$ cat src/hdl/irq_prio_pkg.sv
// Package with register offsets, field layouts, reset values and types of the interrupt priority block.
package irq_prio_pkg;

  localparam int          NUM_SOURCES     = 7;
  localparam int          NUM_LEVELS      = 4;
  localparam int          LEVEL_W         = 2;

  // Register offsets and APB byte addresses of the registers.
  localparam logic [7:0]  PRIORITY_HIGH_OFFSET = 8'hB7;
  localparam logic [7:0]  PRIORITY_LOW_OFFSET  = 8'hB8;
  localparam logic [9:0]  PRIORITY_HIGH_BADDR  = {PRIORITY_HIGH_OFFSET, 2'b00};
  localparam logic [9:0]  PRIORITY_LOW_BADDR   = {PRIORITY_LOW_OFFSET, 2'b00};
  localparam logic [9:0]  EXT_CTRL_BADDR       = 10'h300;
  localparam logic [9:0]  IN_SERVICE_BADDR     = 10'h304;
  localparam logic [9:0]  IRQ_STATUS_BADDR     = 10'h308;
  localparam logic [9:0]  IRQ_CLEAR_BADDR      = 10'h30C;
  localparam logic [9:0]  IRQ_ENABLE_BADDR     = 10'h310;
  localparam logic [9:0]  VECTOR_BADDR         = 10'h314;

  // Values after reset.
  localparam logic [6:0]  PRIORITY_RESET  = 7'h00;
  localparam logic [1:0]  EXT_CTRL_RESET  = 2'h0;
  localparam logic [2:0]  IRQ_EN_RESET    = 3'h0;

  // Source positions in the priority registers and the request vector.
  localparam int          SRC_EXT0        = 0;
  localparam int          SRC_TIMER0      = 1;
  localparam int          SRC_EXT1        = 2;
  localparam int          SRC_TIMER1      = 3;
  localparam int          SRC_SERIAL      = 4;
  localparam int          SRC_TIMER2      = 5;
  localparam int          SRC_COUNTER_ARRAY = 6;

  // Vector of source 0 and the spacing between vectors.
  localparam logic [7:0]  VECTOR_BASE     = 8'h03;
  localparam logic [7:0]  VECTOR_STEP     = 8'h08;

  // Status bit positions of the block's own events.
  localparam int          EV_VECTORED     = 0;
  localparam int          EV_PREEMPTED    = 1;
  localparam int          EV_RETURNED     = 2;

  typedef logic [LEVEL_W-1:0] level_t;

  // Outcome of arbitration travelling from the arbiter to the controller.
  typedef struct packed {
    logic       valid;
    logic [2:0] source;
    level_t     level;
  } winner_t;

  // Request presented to the CPU core.
  typedef struct packed {
    logic       valid;
    logic [2:0] source;
    logic [7:0] vector;
  } vector_req_t;

endpackage

$ cat src/hdl/irq_priority_ctrl.sv
// Four-level interrupt priority and nesting controller with an APB register slave.
`timescale 1ns/1ps

// Summary of operation
// Arbitrate seven sources over four levels.
// Level bits 00 to 11 give levels 0 to 3.
// Serve request unless equal or higher in service.
// Hold request while equal or higher level runs.
// Higher level preempts lower handler immediately.
// Resume interrupted handler after preempting one returns.
// High register bits map sources; bit 7 unused.
// Pair high and low bits per source.
// High priority register sits at B7H.
// Edge-mode external flags cleared on service only.
// Fixed poll order, vectors 03H to 33H.
// Software clears serial, timer 2, counter-array flags.
module irq_priority_ctrl
  import irq_prio_pkg::*;
#(
  parameter int N = NUM_SOURCES
) (
  input  wire logic         ref_clk,
  input  wire logic         rst_n,
  // APB slave.
  input  wire logic         psel,
  input  wire logic         penable,
  input  wire logic         pwrite,
  input  wire logic [11:0]  paddr,
  input  wire logic [31:0]  pwdata,
  output logic              pready,
  output logic [31:0]       prdata,
  output logic              pslverr,
  // Request lines from the peripherals, already in this clock domain.
  input  wire logic [N-1:0] source_request,
  // Handshake with the CPU core.
  output vector_req_t       vector_request,
  input  wire logic         vector_ack,
  input  wire logic         handler_return,
  // Automatic clear of the two external request flags.
  output logic              ext0_request_clear,
  output logic              ext1_request_clear,
  output logic              irq
);

  // The register layout has one bit per source, so the count is fixed.
  if (N != NUM_SOURCES) begin : gen_bad_count
    $error("irq_priority_ctrl is laid out for exactly seven sources");
  end

  logic [N-1:0] priority_high_reg;
  logic [N-1:0] priority_low_reg;
  logic [1:0]   ext_edge_mode;
  logic [2:0]   irq_status;
  logic [2:0]   irq_enable;
  logic [7:0]   last_vector;
  winner_t      winner;
  logic [3:0]   in_service;
  level_t       top_level;
  logic         active;
  logic         take;
  logic         wr_en;
  logic         rd_en;
  logic         addr_hit;
  logic [9:0]   byte_addr;
  logic [2:0]   events;

  // Vector address of a source index.
  function automatic logic [7:0] vector_of(input logic [2:0] src);
    vector_of = VECTOR_BASE + 8'(src) * VECTOR_STEP;
  endfunction

  // Every transfer completes in its access cycle, so pready can be a constant level.
  assign pready    = 1'b1;
  assign byte_addr = paddr[9:0];
  assign wr_en     = psel && penable && pwrite;
  assign rd_en     = psel && penable && !pwrite;
  assign addr_hit  = (paddr[11:10] == 2'b00) &&
                     (byte_addr == PRIORITY_HIGH_BADDR || byte_addr == PRIORITY_LOW_BADDR ||
                      byte_addr == EXT_CTRL_BADDR || byte_addr == IN_SERVICE_BADDR ||
                      byte_addr == IRQ_STATUS_BADDR || byte_addr == IRQ_CLEAR_BADDR ||
                      byte_addr == IRQ_ENABLE_BADDR || byte_addr == VECTOR_BADDR);
  assign pslverr   = psel && penable && !addr_hit;

  // Priority registers; bit 7 of each is not implemented and reads zero.
  always_ff @(posedge ref_clk) begin
    if (!rst_n) begin
      priority_high_reg <= PRIORITY_RESET;
      priority_low_reg  <= PRIORITY_RESET;
    end else if (wr_en && byte_addr == PRIORITY_HIGH_BADDR) begin
      priority_high_reg <= pwdata[N-1:0];
    end else if (wr_en && byte_addr == PRIORITY_LOW_BADDR) begin
      priority_low_reg  <= pwdata[N-1:0];
    end
  end

  // Trigger mode of the two external inputs: 1 means transition, 0 means level.
  always_ff @(posedge ref_clk) begin
    if (!rst_n) begin
      ext_edge_mode <= EXT_CTRL_RESET;
    end else if (wr_en && byte_addr == EXT_CTRL_BADDR) begin
      ext_edge_mode <= pwdata[1:0];
    end
  end

  // Arbiter picks one winner among all seven request lines.
  prio_arbiter #(
    .N          (N)
  ) u_arbiter (
    .pending    (source_request),
    .level_msb  (priority_high_reg),
    .level_lsb  (priority_low_reg),
    .in_service (in_service),
    .winner     (winner)
  );

  // A vector is taken when the core acknowledges an offered request.
  assign take = vector_ack && vector_request.valid;

  // Levels in service, so a preempted handler resumes when the newer one returns.
  nest_stack u_nest (
    .ref_clk    (ref_clk),
    .rst_n      (rst_n),
    .push       (take),
    .push_level (winner.level),
    .pop        (handler_return && active),
    .in_service (in_service),
    .top_level  (top_level),
    .active     (active)
  );

  // The offer follows the arbiter directly so that a preemption reaches the core at once.
  always_comb begin
    vector_request.valid  = winner.valid;
    vector_request.source = winner.source;
    vector_request.vector = vector_of(winner.source);
  end

  // External flags are cleared only for transition-triggered inputs; level inputs and the
  // serial, timer 2 and counter-array flags are left to software.
  always_ff @(posedge ref_clk) begin
    if (!rst_n) begin
      ext0_request_clear <= 1'b0;
      ext1_request_clear <= 1'b0;
    end else begin
      ext0_request_clear <= take && winner.source == 3'(SRC_EXT0) && ext_edge_mode[0];
      ext1_request_clear <= take && winner.source == 3'(SRC_EXT1) && ext_edge_mode[1];
    end
  end

  // Last vector handed to the core, for software inspection.
  always_ff @(posedge ref_clk) begin
    if (!rst_n) begin
      last_vector <= 8'h00;
    end else if (take) begin
      last_vector <= vector_request.vector;
    end
  end

  // Block events: a vector taken, a handler preempted, a handler returned.
  assign events = {handler_return && active, take && active, take};

  // Sticky status; a new event in the clearing cycle wins over the clear.
  always_ff @(posedge ref_clk) begin
    if (!rst_n) begin
      irq_status <= 3'h0;
    end else begin
      irq_status <= (irq_status & ~((wr_en && byte_addr == IRQ_CLEAR_BADDR) ? pwdata[2:0] : 3'h0))
                    | events;
    end
  end

  // Interrupt enable register.
  always_ff @(posedge ref_clk) begin
    if (!rst_n) begin
      irq_enable <= IRQ_EN_RESET;
    end else if (wr_en && byte_addr == IRQ_ENABLE_BADDR) begin
      irq_enable <= pwdata[2:0];
    end
  end

  assign irq = |(irq_status & irq_enable);

  // Read data is registered; it appears in the access cycle from the setup-cycle address.
  always_ff @(posedge ref_clk) begin
    if (!rst_n) begin
      prdata <= 32'h0000_0000;
    end else if (psel && !penable && !pwrite) begin
      case (byte_addr)
        PRIORITY_HIGH_BADDR: prdata <= {25'h0, priority_high_reg};
        PRIORITY_LOW_BADDR:  prdata <= {25'h0, priority_low_reg};
        EXT_CTRL_BADDR:      prdata <= {30'h0, ext_edge_mode};
        IN_SERVICE_BADDR:    prdata <= {28'h0, in_service};
        IRQ_STATUS_BADDR:    prdata <= {29'h0, irq_status};
        IRQ_ENABLE_BADDR:    prdata <= {29'h0, irq_enable};
        VECTOR_BADDR:        prdata <= {24'h0, last_vector};
        default:             prdata <= 32'h0000_0000;
      endcase
    end
  end

endmodule

$ cat src/hdl/nest_stack.sv
// Record of the levels currently in service, one bit per level.
`timescale 1ns/1ps
module nest_stack
  import irq_prio_pkg::*;
(
  input  wire logic ref_clk,
  input  wire logic rst_n,
  input  wire logic push,
  input  level_t    push_level,
  input  wire logic pop,
  output logic [3:0] in_service,
  output level_t    top_level,
  output logic      active
);

  // Only higher levels nest, so the highest set bit is always the running handler.
  always_ff @(posedge ref_clk) begin
    if (!rst_n) begin
      in_service <= 4'h0;
    end else begin
      in_service <= (pop ? (in_service & ~(4'h1 << top_level)) : in_service)
                    | (push ? (4'h1 << push_level) : 4'h0);
    end
  end

  // The running handler is the highest bit set.
  always_comb begin
    top_level = '0;
    for (int i = 0; i < NUM_LEVELS; i++) begin
      if (in_service[i]) top_level = 2'(i);
    end
  end

  assign active = in_service != 4'h0;

endmodule

$ cat src/hdl/prio_arbiter.sv
// Level decode and fixed polling-order arbitration among the pending requests.
`timescale 1ns/1ps
module prio_arbiter
  import irq_prio_pkg::*;
#(
  parameter int N = NUM_SOURCES
) (
  input  wire logic [N-1:0] pending,
  input  wire logic [N-1:0] level_msb,
  input  wire logic [N-1:0] level_lsb,
  input  wire logic [3:0]   in_service,
  output winner_t           winner
);

  // A three-bit source index cannot name more than eight sources.
  if (N < 1 || N > 8) begin : gen_bad_count
    $error("prio_arbiter supports 1 to 8 sources");
  end

  // The highest level present wins; within a level the lowest index polls first.
  always_comb begin
    level_t best_level;
    logic   found;
    best_level = '0;
    found      = 1'b0;
    winner     = '0;
    for (int i = 0; i < N; i++) begin
      if (pending[i]) begin
        if (!found || level_t'({level_msb[i], level_lsb[i]}) > best_level) begin
          best_level    = {level_msb[i], level_lsb[i]};
          found         = 1'b1;
          winner.source = 3'(i);
        end
      end
    end
    winner.level = best_level;
    // A request is offered only when nothing at its level or above is in service.
    winner.valid = found && ((in_service >> best_level) == 4'h0);
  end

endmodule

$ cat config.mk
export PLATFORM = sky130hd
export DESIGN_NAME = irq_priority_ctrl
export DESIGN_NICKNAME = d
export VERILOG_FILES = /design/src/hdl/irq_prio_pkg.sv /design/src/hdl/irq_priority_ctrl.sv /design/src/hdl/nest_stack.sv /design/src/hdl/prio_arbiter.sv
export SDC_FILE = /design/constraint.sdc
export NUM_CORES = 1
export LEC_CHECK = 0
export ABC_AREA = 1
export CORE_ASPECT_RATIO = 1.75
export CORE_MARGIN = 2
export CORE_UTILIZATION = 55
export DETAILED_ROUTE_END_ITERATION = 8
export DONT_BUFFER_PORTS = 1
export HOLD_SLACK_MARGIN = 0.06
export PLACE_DENSITY = 0.66
export SYNTH_ARGS = -nofsm -noshare
export SYNTH_HDL_FRONTEND = slang
export SYNTH_SLANG_ARGS = --single-unit
$ cat constraint.sdc
create_clock -name ref_clk -period 17.75 [get_ports ref_clk]
set_input_delay 4.4375 -clock ref_clk [delete_from_list [all_inputs] [get_ports ref_clk]]
set_output_delay 4.4375 -clock ref_clk [all_outputs]
set_load 0.005 [all_outputs]
==> impl_metrics.ini <==
[final_layout]
final_common_cell = nand2_1
utilization = 0.587
diodes = 0
final_cell_area_um2 = 2920
nets = 517
final_cells = 502
areaGrowthSynthToFinish_pct = 1.92
final_cell_mix = nand2_1, inv_1, nor2_1, dfxtp_1
drive_gt1_frac = 0.0580

[floorplan]
die_area_um2 = 5830
fp.dieH_um = 99.5
rows = 34
die_x_um = 58.6
core_area_um2 = 4980
initial_core_util = 0.576
io_pins = 107

[yosys]
synth.cell_area_um2 = 2870
synth_compound_area_frac = 0.166
yosysSeqAreaShare = 0.272
synth_fa_ha_area_frac = 0.0524
synth_warnings = 0
synth_xor_area_frac = 0
synth_top_area_cell = dfxtp_1
synth_simple_gate_area_share = 0.310
synth_top_family_by_area = simple AND/OR/NAND/NOR gates
postSynthCellCount = 449
synthMuxAreaShare = 0
synth.ff_latch_count = 39
synth_top_area_frac = 0.272
synth_cell_types = 30
synthTopCellsByArea = dfxtp_1, nand2_1, inv_1
synth_area_per_cell_um2 = 6.38

[pwr]
leakagePower_nw = 1.37
ir_worst_vdd_mv = 0.0743
p_per_area_nw_per_um2 = 82.3
total_power_uw = 240

[place]
dp_hpwl_mm = 5.47
dpl.cell_count = 494
port_buffers = 0
gp_congestion = 0.857
dpl_worst_slack_ns = 2.32
place_area_um2 = 2790

[setup_path]
worstPathMaxFanout = 7
crit_slowest_cell = ha_1
critPathRequiredTime_ns = 13.31
max_stage_delay_ns = 0.30
cp_top_family = simple AND/OR/NAND/NOR gates
reg2reg_slack_ns = 10.45
cp_common_cell = nand2_1
cp_data_arrival_time_ns = 10.94
start_kind = primary input
critPathBufInv = 11
criticalPathCategory = primary input to primary output
cp-end-kind = primary output

[timing]
fin_hold_ws_ns = 0.477
rsz0062_at_grt = no
fmax_mhz = 65.1
fin_crit_sh = 0.866
finalCriticalPeriod_ns = 15.37
tightest_slew_ns = 0.983
fin_worst_skew_ns = 0.00841
finalHoldViolCount = 0
slew_headroom = 0.339
drv_slew = 0
finalWorstSetupSlack_ns = 2.38
tns_ns = 0
setup_violations = 0

[global_route]
grt_pass1_wl_mm = 11.0
overflow = 0
track_usage = 0.242
grt_pass1_vias = 2573
grt_max_degree = 25
antenna_found_initial = 0

[clocking]
hold_buffers = 0
cts_tree = done
numCtsBuffers = 5
cts.repair.resized = 0
clock_latency_ns = 0.29
cts_root_buffer = clkbuf_8
cts_setup_buffers = 0
clk_pin_slew_ns = 0.07
htree_levels = 2
cts_num_sinks = 39
clockBufferDepth = 2

[route]
wl_per_cell_um = 13.4
ant_nets = 0
vias_per_cell = 5.45
route.detailed.drc = 0
drt_first_pass_iters = 4
wl_mm = 6.74
drt_iter0_drc = 73
vias = 2735

[min_path]
hp-class = flip-flop to flip-flop

[outcome]
outcome = finished, final reports clean

[job]
drv_cap = 0
==> path summary, 6_finish.rpt <==
| path | startpoint | endpoint | cells after the start |
|---|---|---|---|
| worst min register to register | irq_enable[2] | irq_enable[2] | 2 |
| worst max-delay path | source_request[0] | vector_request[11] | 58 |
| worst min-delay path | irq_enable[2] | irq_enable[2] | 2 |
| worst max register to register | priority_high_reg[0] | irq_status[1] | 60 |
==> worst min-delay path, delay by kind of cell, from the launching register on <==
family	cells	cell delay (ns)
buffers and inverters	1	0.07
DFF	1	0.31
AOI/OAI and AO/OA	1	0.06
==> report_power, final <==
group	internal, mW	switching, mW	leakage (nW)
Clock	0.0562	0.0316	0.0654
Combinational	0.0185	0.0403	0.992
Sequential	0.0916	0.00212	0.315
Total	0.166	0.0741	1.37
==> kinds of logic (layout without fill, tap and decap cells) <==
| logic type | Yosys count | in the layout |
|---|---|---|
| adder cells (fa/ha/maj) | 12 | 12 |
| other | 2 | 31 |
| buffers and inverters | 116 | 86 |
| AND/OR/NAND/NOR | 199 | 199 |
| AO/OA/AOI/OAI | 81 | 81 |
| flip-flops | 39 | 39 |
==> cell type report <==
class	instances	area (um^2)
inverter	77	289
clock inverter	2	60.1
fill	544	2060
timing repair buffer	1	7.51
multi-input combinational	323	1640
tap	54	67.6
sequential	39	781
clock buffer	6	72.6
==> cell usage after synthesis <==
cell      count
a211oi_1      7
a21oi_1      28
a21oi_2       1
buf_4        34
clkbuf_1      5
conb_1        2
dfxtp_1      39
ha_1         12
inv_1        75
inv_2         2
nand2_1      99
nand2_2       1
nand3_1      31
nand3_2       5
nand4_1       6
nor2_1       40
nor2_2        3
nor2_4        1
nor2_8        1
nor3_1        8
nor4_1        3
o211ai_1      1
o21a_4        1
o21ai_0      29
o21bai_1      1
o221ai_1      4
o22ai_1       6
o311a_1       1
o41ai_1       2
or2_4         1
==> metal layers <==
| metal | up-vias | part of all wire | wire, um | global-route usage |
|---|---|---|---|---|
| li1 | 1385 | - | - | - |
| met3 | 23 | 0.043 | 289 | 0.0390 |
| met5 | - | 0 | 0 | 0 |
| met4 | 0 | 0.039 | 262 | 0.128 |
| met1 | 1244 | 0.40 | 2700 | 0.268 |
| met2 | 83 | 0.52 | 3490 | 0.428 |
Note: power is estimated with default switching activity, not from simulation.
